File: src/include/pec_pkg.sv
// Purpose: constants for the pin edge change interrupt block
// Assumes: 32-bit AXI4-Lite register bus, one word per register
// Notes: all registers clear on every reset
package pec_pkg;
  // ****************************************************************
  // register byte offsets
  // ****************************************************************
  localparam logic [7:0] PORTA_RISE_OFS = 8'h00;
  localparam logic [7:0] PORTA_FALL_OFS = 8'h04;
  localparam logic [7:0] PORTA_FLAG_OFS = 8'h08;
  localparam logic [7:0] PORTB_RISE_OFS = 8'h0c;
  localparam logic [7:0] PORTB_FALL_OFS = 8'h10;
  localparam logic [7:0] PORTB_FLAG_OFS = 8'h14;
  localparam logic [7:0] INTCTL_OFS = 8'h18;
  localparam logic [7:0] IRQ_STATUS_OFS = 8'h1c;
  localparam logic [7:0] IRQ_MASK_OFS = 8'h20;
  // ****************************************************************
  // field layout
  // ****************************************************************
  localparam int PORTA_LSB = 0;
  localparam int PORTA_W = 6;
  localparam int PORTB_LSB = 4;
  localparam int PORTB_W = 4;
  localparam int NPIN = 10;
  localparam int MASTER_EN_BIT = 4;
  localparam int AGG_FLAG_BIT = 0;
  localparam int EVT_PORTA_BIT = 0;
  localparam int EVT_PORTB_BIT = 1;
  localparam int EVT_W = 2;
  // ****************************************************************
  // reset values
  // ****************************************************************
  localparam logic [5:0] PORTA_RST = 6'h00;
  localparam logic [3:0] PORTB_RST = 4'h0;
  localparam logic [1:0] EVT_RST = 2'h0;
  localparam logic MASTER_EN_RST = 1'b0;
  // ****************************************************************
  // bus answers
  // ****************************************************************
  localparam logic [1:0] RESP_OKAY = 2'h0;
  localparam logic [1:0] RESP_SLVERR = 2'h2;
endpackage : pec_pkg

File: src/hw/pec_top.sv
// Purpose: edge change interrupt logic for port A pins 5-0 and port B pins 7-4
// Assumes: pins are asynchronous to aclk; AXI4-Lite master on aclk
// Notes: flags are cleared by writing zero; set always beats clear
//
// Chosen here: the register addresses and the AXI4-Lite register port.
`timescale 1ns/10ps

// Functional notes
// - six writable rising-edge enables for port A pins 5-0
// - six writable falling-edge enables for port A pins 5-0
// - four writable rising-edge enables for port B pins 7-4
// - four writable falling-edge enables for port B pins 7-4
// - port A flag sets on an enabled rising or falling edge
// - port B flag sets on an enabled rising or falling edge
// - any flag set by an edge also sets the aggregate flag
// - with both enables clear a pin never sets its flag
// - flags set only by hardware; software clears by writing zero
// - every enable and flag bit resets to zero on any reset
// - unimplemented bits read zero and ignore writes
// - flag registers are software read/write-zero-to-clear plus hardware set
// - detection and flags continue when master enable is clear
// - aggregate flag is the OR of all per-pin flags
// - an edge during a clearing write leaves the flag set
// - with master enable set an enabled edge wakes the device
module pec_top (
  input wire logic aclk,
  input wire logic aresetn,
  input wire logic clk_en,
  input wire logic [7:0] s_axi_awaddr,
  input wire logic [2:0] s_axi_awprot,
  input wire logic s_axi_awvalid,
  output logic s_axi_awready,
  input wire logic [31:0] s_axi_wdata,
  input wire logic [3:0] s_axi_wstrb,
  input wire logic s_axi_wvalid,
  output logic s_axi_wready,
  output logic [1:0] s_axi_bresp,
  output logic s_axi_bvalid,
  input wire logic s_axi_bready,
  input wire logic [7:0] s_axi_araddr,
  input wire logic [2:0] s_axi_arprot,
  input wire logic s_axi_arvalid,
  output logic s_axi_arready,
  output logic [31:0] s_axi_rdata,
  output logic [1:0] s_axi_rresp,
  output logic s_axi_rvalid,
  input wire logic s_axi_rready,
  input wire logic [5:0] porta_pin,
  input wire logic [3:0] portb_pin,
  output logic change_irq_request,
  output logic wake,
  output logic irq
);

  // ****************************************************************
  // pin synchronisers and edge detection
  // ****************************************************************
  logic [pec_pkg::NPIN-1:0] pin_in;
  logic [pec_pkg::NPIN-1:0] sync1;
  logic [pec_pkg::NPIN-1:0] sync2;
  logic [pec_pkg::NPIN-1:0] sync3;
  logic [pec_pkg::NPIN-1:0] level;
  logic [pec_pkg::NPIN-1:0] next_level;
  logic [pec_pkg::NPIN-1:0] rise;
  logic [pec_pkg::NPIN-1:0] fall;

  assign pin_in = {portb_pin, porta_pin};

  genvar gi;
  generate
    for (gi = 0; gi < pec_pkg::NPIN; gi++)
    begin : g_pin
      // level follows once the second and third stages agree
      always_comb
      begin
        next_level[gi] = level[gi];
        if (sync2[gi] == sync3[gi])
        begin
          next_level[gi] = sync3[gi];
        end
        rise[gi] = next_level[gi] & ~level[gi];
        fall[gi] = ~next_level[gi] & level[gi];
      end
      always_ff @(posedge aclk)
      begin
        if (!aresetn)
        begin
          sync1[gi] <= 1'b0;
          sync2[gi] <= 1'b0;
          sync3[gi] <= 1'b0;
          level[gi] <= 1'b0;
        end
        else if (clk_en)
        begin
          sync1[gi] <= pin_in[gi];
          sync2[gi] <= sync1[gi];
          sync3[gi] <= sync2[gi];
          level[gi] <= next_level[gi];
        end
      end
    end
  endgenerate

  // ****************************************************************
  // registers
  // ****************************************************************
  logic [5:0] porta_rise_enable;
  logic [5:0] porta_fall_enable;
  logic [5:0] porta_change_flags;
  logic [3:0] portb_rise_enable;
  logic [3:0] portb_fall_enable;
  logic [3:0] portb_change_flags;
  logic change_irq_master_enable;
  logic [1:0] irq_status;
  logic [1:0] irq_mask;
  logic [5:0] next_porta_rise_enable;
  logic [5:0] next_porta_fall_enable;
  logic [5:0] next_porta_change_flags;
  logic [3:0] next_portb_rise_enable;
  logic [3:0] next_portb_fall_enable;
  logic [3:0] next_portb_change_flags;
  logic next_change_irq_master_enable;
  logic [1:0] next_irq_status;
  logic [1:0] next_irq_mask;
  logic [5:0] set_a;
  logic [3:0] set_b;
  logic change_irq_aggregate_flag;

  // ****************************************************************
  // bus slave state
  // ****************************************************************
  logic aw_held;
  logic w_held;
  logic [7:0] aw_addr;
  logic [31:0] w_data;
  logic w_lane0;
  logic [1:0] bresp;
  logic bvalid;
  logic [31:0] rdata;
  logic [1:0] rresp;
  logic rvalid;
  logic next_aw_held;
  logic next_w_held;
  logic [7:0] next_aw_addr;
  logic [31:0] next_w_data;
  logic next_w_lane0;
  logic [1:0] next_bresp;
  logic next_bvalid;
  logic [31:0] next_rdata;
  logic [1:0] next_rresp;
  logic next_rvalid;
  logic wr_go;
  logic wr_hit;
  logic [7:0] wd;
  logic [7:0] rd_byte;
  logic rd_hit;

  assign s_axi_awready = clk_en & ~aw_held & ~bvalid;
  assign s_axi_wready = clk_en & ~w_held & ~bvalid;
  assign s_axi_arready = clk_en & ~rvalid;
  assign s_axi_bvalid = bvalid;
  assign s_axi_bresp = bresp;
  assign s_axi_rvalid = rvalid;
  assign s_axi_rdata = rdata;
  assign s_axi_rresp = rresp;

  // enabled edge detection per pin
  assign set_a = (rise[5:0] & porta_rise_enable)
    | (fall[5:0] & porta_fall_enable);
  assign set_b = (rise[9:6] & portb_rise_enable)
    | (fall[9:6] & portb_fall_enable);
  assign change_irq_aggregate_flag = |porta_change_flags
    | |portb_change_flags;
  assign change_irq_request = change_irq_aggregate_flag
    & change_irq_master_enable;
  assign irq = |(irq_status & irq_mask);

  always_comb
  begin
    wr_go = aw_held & w_held & ~bvalid;
    wr_hit = 1'b1;
    wd = w_data[7:0];
    next_aw_held = aw_held;
    next_w_held = w_held;
    next_aw_addr = aw_addr;
    next_w_data = w_data;
    next_w_lane0 = w_lane0;
    next_bresp = bresp;
    next_bvalid = bvalid;
    next_porta_rise_enable = porta_rise_enable;
    next_porta_fall_enable = porta_fall_enable;
    next_portb_rise_enable = portb_rise_enable;
    next_portb_fall_enable = portb_fall_enable;
    next_change_irq_master_enable = change_irq_master_enable;
    next_irq_mask = irq_mask;
    next_porta_change_flags = porta_change_flags;
    next_portb_change_flags = portb_change_flags;
    next_irq_status = irq_status;
    if (s_axi_awvalid && s_axi_awready)
    begin
      next_aw_held = 1'b1;
      next_aw_addr = s_axi_awaddr;
    end
    if (s_axi_wvalid && s_axi_wready)
    begin
      next_w_held = 1'b1;
      next_w_data = s_axi_wdata;
      next_w_lane0 = s_axi_wstrb[0];
    end
    if (wr_go)
    begin
      next_aw_held = 1'b0;
      next_w_held = 1'b0;
      next_bvalid = 1'b1;
      case ({aw_addr[7:2], 2'b00})
        pec_pkg::PORTA_RISE_OFS: next_porta_rise_enable = wd[5:0];
        pec_pkg::PORTA_FALL_OFS: next_porta_fall_enable = wd[5:0];
        pec_pkg::PORTA_FLAG_OFS: next_porta_change_flags = porta_change_flags & wd[5:0];
        pec_pkg::PORTB_RISE_OFS: next_portb_rise_enable = wd[7:4];
        pec_pkg::PORTB_FALL_OFS: next_portb_fall_enable = wd[7:4];
        pec_pkg::PORTB_FLAG_OFS: next_portb_change_flags = portb_change_flags & wd[7:4];
        pec_pkg::INTCTL_OFS: next_change_irq_master_enable = wd[pec_pkg::MASTER_EN_BIT];
        pec_pkg::IRQ_STATUS_OFS: next_irq_status = irq_status & ~wd[1:0];
        pec_pkg::IRQ_MASK_OFS: next_irq_mask = wd[1:0];
        default: wr_hit = 1'b0;
      endcase
      // a write without lane 0 leaves every register as it was
      if (!w_lane0)
      begin
        next_porta_rise_enable = porta_rise_enable;
        next_porta_fall_enable = porta_fall_enable;
        next_portb_rise_enable = portb_rise_enable;
        next_portb_fall_enable = portb_fall_enable;
        next_change_irq_master_enable = change_irq_master_enable;
        next_irq_mask = irq_mask;
        next_porta_change_flags = porta_change_flags;
        next_portb_change_flags = portb_change_flags;
        next_irq_status = irq_status;
      end
      next_bresp = wr_hit ? pec_pkg::RESP_OKAY : pec_pkg::RESP_SLVERR;
    end
    if (bvalid && s_axi_bready)
    begin
      next_bvalid = 1'b0;
    end
    // hardware set wins over a clearing write
    next_porta_change_flags = next_porta_change_flags | set_a;
    next_portb_change_flags = next_portb_change_flags | set_b;
    next_irq_status[pec_pkg::EVT_PORTA_BIT] = next_irq_status[pec_pkg::EVT_PORTA_BIT] | (|set_a);
    next_irq_status[pec_pkg::EVT_PORTB_BIT] = next_irq_status[pec_pkg::EVT_PORTB_BIT] | (|set_b);
  end

  // wake pulse is aligned with the edge at which the flags take the set
  always_comb
  begin
    wake = change_irq_master_enable & ((|set_a) | (|set_b));
  end

  // ****************************************************************
  // read path
  // ****************************************************************
  always_comb
  begin
    rd_hit = 1'b1;
    rd_byte = 8'h00;
    case ({s_axi_araddr[7:2], 2'b00})
      pec_pkg::PORTA_RISE_OFS: rd_byte = {2'b00, porta_rise_enable};
      pec_pkg::PORTA_FALL_OFS: rd_byte = {2'b00, porta_fall_enable};
      pec_pkg::PORTA_FLAG_OFS: rd_byte = {2'b00, porta_change_flags};
      pec_pkg::PORTB_RISE_OFS: rd_byte = {portb_rise_enable, 4'h0};
      pec_pkg::PORTB_FALL_OFS: rd_byte = {portb_fall_enable, 4'h0};
      pec_pkg::PORTB_FLAG_OFS: rd_byte = {portb_change_flags, 4'h0};
      pec_pkg::INTCTL_OFS:
      begin
        rd_byte[pec_pkg::MASTER_EN_BIT] = change_irq_master_enable;
        rd_byte[pec_pkg::AGG_FLAG_BIT] = change_irq_aggregate_flag;
      end
      pec_pkg::IRQ_STATUS_OFS: rd_byte = {6'h00, irq_status};
      pec_pkg::IRQ_MASK_OFS: rd_byte = {6'h00, irq_mask};
      default: rd_hit = 1'b0;
    endcase
    next_rdata = rdata;
    next_rresp = rresp;
    next_rvalid = rvalid;
    if (s_axi_arvalid && s_axi_arready)
    begin
      next_rdata = {24'h000000, rd_byte};
      next_rresp = rd_hit ? pec_pkg::RESP_OKAY : pec_pkg::RESP_SLVERR;
      next_rvalid = 1'b1;
    end
    else if (rvalid && s_axi_rready)
    begin
      next_rvalid = 1'b0;
    end
  end

  // ****************************************************************
  // state registers
  // ****************************************************************
  always_ff @(posedge aclk)
  begin
    if (!aresetn)
    begin
      porta_rise_enable <= pec_pkg::PORTA_RST;
      porta_fall_enable <= pec_pkg::PORTA_RST;
      porta_change_flags <= pec_pkg::PORTA_RST;
      portb_rise_enable <= pec_pkg::PORTB_RST;
      portb_fall_enable <= pec_pkg::PORTB_RST;
      portb_change_flags <= pec_pkg::PORTB_RST;
      change_irq_master_enable <= pec_pkg::MASTER_EN_RST;
      irq_status <= pec_pkg::EVT_RST;
      irq_mask <= pec_pkg::EVT_RST;
      aw_held <= 1'b0;
      w_held <= 1'b0;
      aw_addr <= 8'h00;
      w_data <= 32'h00000000;
      w_lane0 <= 1'b0;
      bresp <= pec_pkg::RESP_OKAY;
      bvalid <= 1'b0;
      rdata <= 32'h00000000;
      rresp <= pec_pkg::RESP_OKAY;
      rvalid <= 1'b0;
    end
    else if (clk_en)
    begin
      porta_rise_enable <= next_porta_rise_enable;
      porta_fall_enable <= next_porta_fall_enable;
      porta_change_flags <= next_porta_change_flags;
      portb_rise_enable <= next_portb_rise_enable;
      portb_fall_enable <= next_portb_fall_enable;
      portb_change_flags <= next_portb_change_flags;
      change_irq_master_enable <= next_change_irq_master_enable;
      irq_status <= next_irq_status;
      irq_mask <= next_irq_mask;
      aw_held <= next_aw_held;
      w_held <= next_w_held;
      aw_addr <= next_aw_addr;
      w_data <= next_w_data;
      w_lane0 <= next_w_lane0;
      bresp <= next_bresp;
      bvalid <= next_bvalid;
      rdata <= next_rdata;
      rresp <= next_rresp;
      rvalid <= next_rvalid;
    end
  end

  // ****************************************************************
  // assertions
  // ****************************************************************
  AST_A_SET: assert property (@(posedge aclk) disable iff (!aresetn)
    clk_en && |set_a |=> (porta_change_flags & $past(set_a)) == $past(set_a))
    else $error("port A edge did not set its flag");
  AST_B_SET: assert property (@(posedge aclk) disable iff (!aresetn)
    clk_en && |set_b |=> (portb_change_flags & $past(set_b)) == $past(set_b))
    else $error("port B edge did not set its flag");
  AST_AGG: assert property (@(posedge aclk) disable iff (!aresetn)
    change_irq_aggregate_flag == ((porta_change_flags != 6'h00)
    || (portb_change_flags != 4'h0)))
    else $error("aggregate flag differs from per-pin flags");
  AST_NO_ENABLE: assert property (@(posedge aclk) disable iff (!aresetn)
    clk_en && porta_rise_enable == 6'h00 && porta_fall_enable == 6'h00
    && !wr_go |=> (porta_change_flags & ~$past(porta_change_flags)) == 6'h00)
    else $error("disabled port A pin set a flag");
  AST_HOLD_CLEAR: assert property (@(posedge aclk) disable iff (!aresetn)
    clk_en && !porta_change_flags[0] && !set_a[0] |=> !porta_change_flags[0])
    else $error("cleared flag rose without an edge");
  AST_SET_WINS: assert property (@(posedge aclk) disable iff (!aresetn)
    clk_en && wr_go && set_a[0] |=> porta_change_flags[0])
    else $error("clearing write lost an edge");
  AST_REQ: assert property (@(posedge aclk) disable iff (!aresetn)
    change_irq_request == (change_irq_master_enable && change_irq_aggregate_flag))
    else $error("request does not follow flag and enable");
  AST_WAKE: assert property (@(posedge aclk) disable iff (!aresetn)
    clk_en && wake |=> change_irq_aggregate_flag)
    else $error("wake without updated flags");
  AST_EDGE: assert property (@(posedge aclk) disable iff (!aresetn)
    clk_en && sync2[0] && sync3[0] && !level[0] |-> rise[0] ##1 level[0])
    else $error("stable high input missed its rising edge");
  AST_RESET: assert property (@(posedge aclk)
    !aresetn |=> porta_rise_enable == 6'h00 && portb_change_flags == 4'h0)
    else $error("register not cleared by reset");

endmodule : pec_top

File: config.mk
export PLATFORM = sky130hd
export DESIGN_NAME = pec_top
export DESIGN_NICKNAME = d
export VERILOG_FILES = /design/src/include/pec_pkg.sv /design/src/hw/pec_top.sv
export SDC_FILE = /design/constraint.sdc
export NUM_CORES = 1
export LEC_CHECK = 0
export BUFFER_PORTS_ARGS = -buffer_cell sky130_fd_sc_hd__buf_2
export CAP_MARGIN = 20
export CORE_UTILIZATION = 45
export DETAILED_ROUTE_END_ITERATION = 16
export HOLD_SLACK_MARGIN = 0.1
export MAX_ROUTING_LAYER = met4
export PLACE_DENSITY_LB_ADDON = 0.05
export REMOVE_ABC_BUFFERS = 1
export SLEW_MARGIN = 20
export SYNTH_ARGS = -nofsm -noshare
export SYNTH_HDL_FRONTEND = slang
export SYNTH_SLANG_ARGS = --single-unit
File: constraint.sdc
create_clock -name aclk -period 3.2 [get_ports aclk]
set_input_delay 0.48 -clock aclk [delete_from_list [all_inputs] [get_ports aclk]]
set_output_delay 0.48 -clock aclk [all_outputs]
set_load 0.005 [all_outputs]
# After elaboration in Yosys (flattened, before gate mapping)
# Index checks and enable logic that the tools add are counted.
# W data, S select, Z words.
[totals]
regBits = 108
latchBits = 0
ram_bits = 0
romBits = 0
elab_cells = 223
memories = 0
[classes]
add_sub_neg = 0
n_mul = 0
div = 0
n_lt_le_gt_ge = 0
eq_ne = 26
n_shift = 0
mux = 36
bitwise = 70
n_reduce_logical = 32
[ops]
columns = ["operator", "count"]
rows = [
  ["$eq A6 B3 Y1 const B", 8],
  ["$and A1 B1 Y1", 29],
  ["$eq A6 B2 Y1 const B", 4],
  ["$not A1 Y1", 24],
  ["$reduce_and A4 Y1", 6],
  ["$mux W1", 21],
  ["$and A6 B6 Y6", 3],
  ["$mux W6", 3],
  ["$pmux W3 S6", 1],
  ["$reduce_or A9 Y1", 2],
  ["$reduce_and A2 Y1", 8],
  ["$pmux W3 S5", 1],
  ["$and A4 B4 Y4", 3],
  ["$eq A6 B1 Y1 const B", 2],
  ["$eq A6 B4 Y1 const B", 2],
  ["$logic_not A6 Y1", 2],
  ["$mux W4", 3],
  ["$or A6 B6 Y6", 2],
  ["$reduce_or A6 Y1", 2],
  ["$eq A1 B1 Y1", 10],
  ["$mux W2", 5],
  ["$or A4 B4 Y4", 2],
  ["$reduce_bool A2 Y1", 4],
  ["$reduce_or A4 Y1", 2],
  ["7 further kinds", 15],
]

# Longest topological paths before layout
[depth]
depth_word = 9
mapped_depth = 6

# Least setup slack after synthesis
# OpenSTA, ideal clock, no wires.
[synth_timing]
path_type = "in2reg"
from = "in clk_en"
to = "reg porta_change_flags[2]"
arrival_time_ns = 1.669
required_time_ns = 3.076
slack_ns = 1.407
stages = 6
path_buffers = 1
path_cell_list = "nand4b_4 or3_4 or3_1 buf_6 o211ai_2 o21ai_1"
[synth_rtl]
columns = ["element", "line", "rtl"]
rows = [
  ["from (decl)", "pec_top.sv:28", "input wire logic clk_en,"],
  ["to (signal assigned)", "pec_top.sv:306", "porta_change_flags <= pec_pkg::PORTA_RST;"],
  ["to (signal assigned)", "pec_top.sv:328", "porta_change_flags <= next_porta_change_flags;"],
  ["to (decl)", "pec_top.sv:109", "logic [5:0] porta_change_flags;"],
]

# Final worst setup path
[layout_timing]
from = "reg sync2[0] (netlist name)"
to = "out wake"
[layout_via]
elab_chain_cells = 9
[layout_rtl]
columns = ["element", "line", "rtl"]
rows = [
  ["from (decl)", "pec_top.sv:60", "logic [pec_pkg::NPIN-1:0] sync2;"],
  ["from (signal, indexed assignment)", "pec_top.sv:96", "sync2[gi] <= sync1[gi];"],
  ["$eq A1 B1 Y1 (*)", "pec_top.sv:77", "if (sync2[gi] == sync3[gi])"],
  ["$mux W1 (*)", "pec_top.sv:77", ""],
  ["$not A1 Y1", "pec_top.sv:82", "fall[gi] = ~next_level[gi] & level[gi];"],
  ["$and A1 B1 Y1", "pec_top.sv:82", ""],
  ["$and A6 B6 Y6", "pec_top.sv:169", "| (fall[5:0] & porta_fall_enable);"],
  ["$or A6 B6 Y6 (*)", "pec_top.sv:169", ""],
  ["$reduce_or A6 Y1 (*)", "pec_top.sv:256", "wake = change_irq_master_enable & ((|set_a) | (|set_b));"],
  ["$or A1 B1 Y1 (*)", "pec_top.sv:256", ""],
  ["$and A1 B1 Y1 (*)", "pec_top.sv:256", ""],
  ["to (decl)", "pec_top.sv:51", "output logic wake,"],
]
# Every way passes the cells marked *; elsewhere a longest branch is shown, timed or not.

==> run_results.csv <==
group,metric,value,unit
global_route,global_route.usage.met1,0.2768,
critical_path,critPathArrivalTime,1.87,ns
cts,cts.sink_count,104,
final_layout,final_antenna_diode_count,0,
global_route,grt_antenna_before_repair,0,
route,detailedRoute.firstPassIterationCount,4,
cts,cts_resized,0,
sta,fin_ws,0.8544,ns
route,route.vias.total,3708,
cts,cts_root_buffer,"sky130_fd_sc_hd__clkbuf_8",
synth,ys_async_sr_fraction,0,
worst_hold_path,hold_start,"s_axi_wdata[1]",
synth,synth-edff-count,0,
critical_path,timing.critical_path.buf_inv,1,
critical_path,path_class,"reg -> out",
place,worst_setup_slack_before_clock_tree_synthesis,0.9959,ns
sta,slew-limit-headroom,0.5664,
final_layout,fillCellCount,1006,
sta,final-max-slew-violation-count,0,
critical_path,crit_path_start,"sync2[0]",
sta,final_min_period_over_clock_period,0.7330,
cts,cts-buffers-inserted,9,
global_route,grtUsageMet2,0.3312,
sta,totalNegativeSetupSlack,0,ns
place,gp_congestion,0.7622,
floorplanning,start_util,0.4691,
synth,netlist-cell-type-count,49,
global_route,grt_usage,0.2098,
sta,unrepaired_setup_endpoints_after_global_routing,"no",
route,drc_errors,0,
global_route,via_count_of_the_first_global_routing_pass,3438,
floorplanning,die_w,106.2,µm
final_layout,layout.cells.most_common,"sky130_fd_sc_hd__dfxtp_1",
floorplanning,fp-row-count,37,
critical_path,cp_top_family,"compound AO/OA/AOI/OAI gates",
sta,fmax,0.4263,GHz
sta,finalClockSkew,0.006110,ns
synth,syn_area,0.004886,mm²
cts,cts_tree,"done",
synth,synth_flop_cell,"sky130_fd_sc_hd__dfxtp_1",
final_layout,mostFrequentLayoutCells,"sky130_fd_sc_hd__dfxtp_1, sky130_fd_sc_hd__nand2_1, sky130_fd_sc_hd__nor2b_1, sky130_fd_sc_hd__mux2i_1, sky130_fd_sc_hd__buf_2",
critical_path,path_max_fanout,5,
place,port_buffers,56,
worst_hold_path,timing.hold.worst.class,"in -> reg",
cts,ctsHoldBuffers,0,
critical_path,setup.worst_path.end_class,"output pin",
place,dpl-instance-area,0.005152,mm²
floorplanning,design.die.area,0.01128,mm²
place,placed_cells_incl_taps,696,
sta,timing.final.hold_violations,0,
cts,cts-root-to-sink-buffers,2,
final_layout,instances_no_fill,712,
synth,yosys_warnings,0,
floorplanning,floorplan.die.height,106.2,µm
route,sum_of_routed_wire_length_over_all_layers,10730,µm
final_layout,layout-drive-gt1-share,0.1545,
cts,htreeDepth,3,
global_route,groute.layer.met3.usage,0.03679,
floorplanning,core,0.01042,mm²
route,drt-vias-per-instance,5.208,
synth,ff_latch_count_synth,104,
pwr,static-leakage-power,2.134,nW
cts,number_of_setup_buffers_added_after_cts,0,
run_status,status,"finished, final reports clean",
final_layout,stdcell_area,0.005340,mm²
synth,synth_seq_area_share,0.4261,
sta,finalSetupViolations,0,
final_layout,synthToLayoutAreaGrowth,9.296,%
route,drt-wirelength-per-cell,15.07,µm
critical_path,data_required_critical_path,2.72,ns
global_route,globalRoute.busiestLayer,"met2",
floorplanning,io-pin-count,120,
route,antenna_violating_nets_post_route,0,
pwr,power_per_cell_area,436.1,mW/mm²
sta,worst_slew_pin_slew,0.6455,ns
final_layout,finalNetCount,647,
critical_path,worst_path_largest_cell_delay,0.41,ns
cts,clock_latency,0.36,ns
sta,timing.final.crit_period,2.346,ns
synth,syn_inst,528,
critical_path,rr_startpoint,"w_lane0",
critical_path,worst_setup_path_start_kind,"flip-flop",
synth,post_synth.cell_area_avg,9.254,µm²
flow_run,cap_violations,0,
pwr,max-vdd-ir-drop,0.2414,mV
place,dp_hpwl,7602,µm
global_route,grt_remaining_overflow,0,
global_route,grt_pass1_wl,17770,µm
route,initialDrtViolationCount,155,
cts,clk_pin_slew_worst_paths,0.09,ns
critical_path,worstPathCellList,"nor4bb_1 > a41oi_1 > nand4_1 > nor2_1 > a21boi_0 > buf_2",
global_route,grt_start_max_net_pins,54,
critical_path,slowest_stage,"sky130_fd_sc_hd__dfxtp_1",
==> logic make-up after synthesis <==
logic type / share of synthesized area
flops: 0.4261
other cells: 0.0007675
simple gates: 0.2243
buf+inv: 0.06914
compound gates: 0.1434
mux: 0.1362
==> routing by layer <==
metal / vias up / wire, µm
li1: 1871 / -
met1: 1748 / 5467
met2: 81 / 4755
met3: 8 / 406
met4: 0 / 99
met5: - / 0
==> through the flow <==
step / power (mW) / hold WS (ns) / utilization
final: 2.329 / 0.3578 / 0.5127
after global routing: 2.445 / 0.3503 / 0.5127
after CTS: 2.366 / 0.3439 / 0.5127
after detailed placement: 1.568 / 0.4754 / 0.4947
after global placement: 1.564 / 0.4700 / 0.4947
after floorplan: 1.468 / 0.4516 / -
==> final cells by class <==
| type | instances | area (µm²) | area share |
|---|---|---|---|
| repair buffers | 60 | 310.3 | 0.05811 |
| clock inverters | 6 | 60.06 | 0.01125 |
| clock buffers | 10 | 127.6 | 0.02390 |
| inverters | 8 | 30.03 | 0.005623 |
| well taps | 136 | 170.2 | 0.03187 |
| flip-flops and latches | 104 | 2082 | 0.3899 |
| multi-input cells | 388 | 2560 | 0.4794 |
==> worst min-delay path, stage by stage <==
cell and delay, ns:
sky130_fd_sc_hd__buf_2 0.10, sky130_fd_sc_hd__nand2_1 0.04, sky130_fd_sc_hd__a21boi_0 0.06
==> cell usage after synthesis, types with 6 or more instances <==
cell type                  number  area [µm²]
sky130_fd_sc_hd__a31oi_1        6       37.54
sky130_fd_sc_hd__nor4bb_1       6       60.06
sky130_fd_sc_hd__nor2_1        18       67.56
sky130_fd_sc_hd__o21ai_1        6       30.03
sky130_fd_sc_hd__nand3_1       10       50.05
sky130_fd_sc_hd__nand2_1       65       244.0
sky130_fd_sc_hd__a21boi_0      28       210.2
sky130_fd_sc_hd__nor2b_1       63       394.1
sky130_fd_sc_hd__a41oi_1        6       52.55
sky130_fd_sc_hd__mux2i_1       62       620.6
sky130_fd_sc_hd__dfxtp_1      104        2082
sky130_fd_sc_hd__inv_1          8       30.03
sky130_fd_sc_hd__o211ai_2       6       75.07
sky130_fd_sc_hd__buf_4         26       195.2
sky130_fd_sc_hd__o21ai_0       24       120.1
sky130_fd_sc_hd__a21oi_1        7       35.03
sky130_fd_sc_hd__clkbuf_1      22       82.58
==> final timing paths <==
path / endpoint / slack [ns] / depth (start not counted)
max: wake / 0.85 / 6
min: w_data[1] / 0.36 / 3
max reg2reg: porta_change_flags[3] / 1.21 / 5
min reg2reg: w_lane0 / 0.48 / 2
==> where the power goes <==
part | switching, mW | leakage (nW) | internal [mW] | total (mW)
registers | 0.0290 | 0.843 | 1.32 | 1.35
clock network | 0.436 | 0.0920 | 0.358 | 0.794
logic | 0.107 | 1.20 | 0.0777 | 0.184
total | 0.571 | 2.13 | 1.76 | 2.33
==> state kept, by name (all words and copies together), names as in the netlist, 2 cells and up <==
signal              count
porta_fall_enable       6
portb_fall_enable       4
aw_addr                 6
irq_mask                2
sync1                  10
level                  10
porta_change_flags      6
w_data                  8
portb_rise_enable       4
portb_change_flags      4
sync3                  10
porta_rise_enable       6
irq_status              2
s_axi_rdata             8
sync2                  10
No activity file was read; power rests on OpenSTA's default activity.
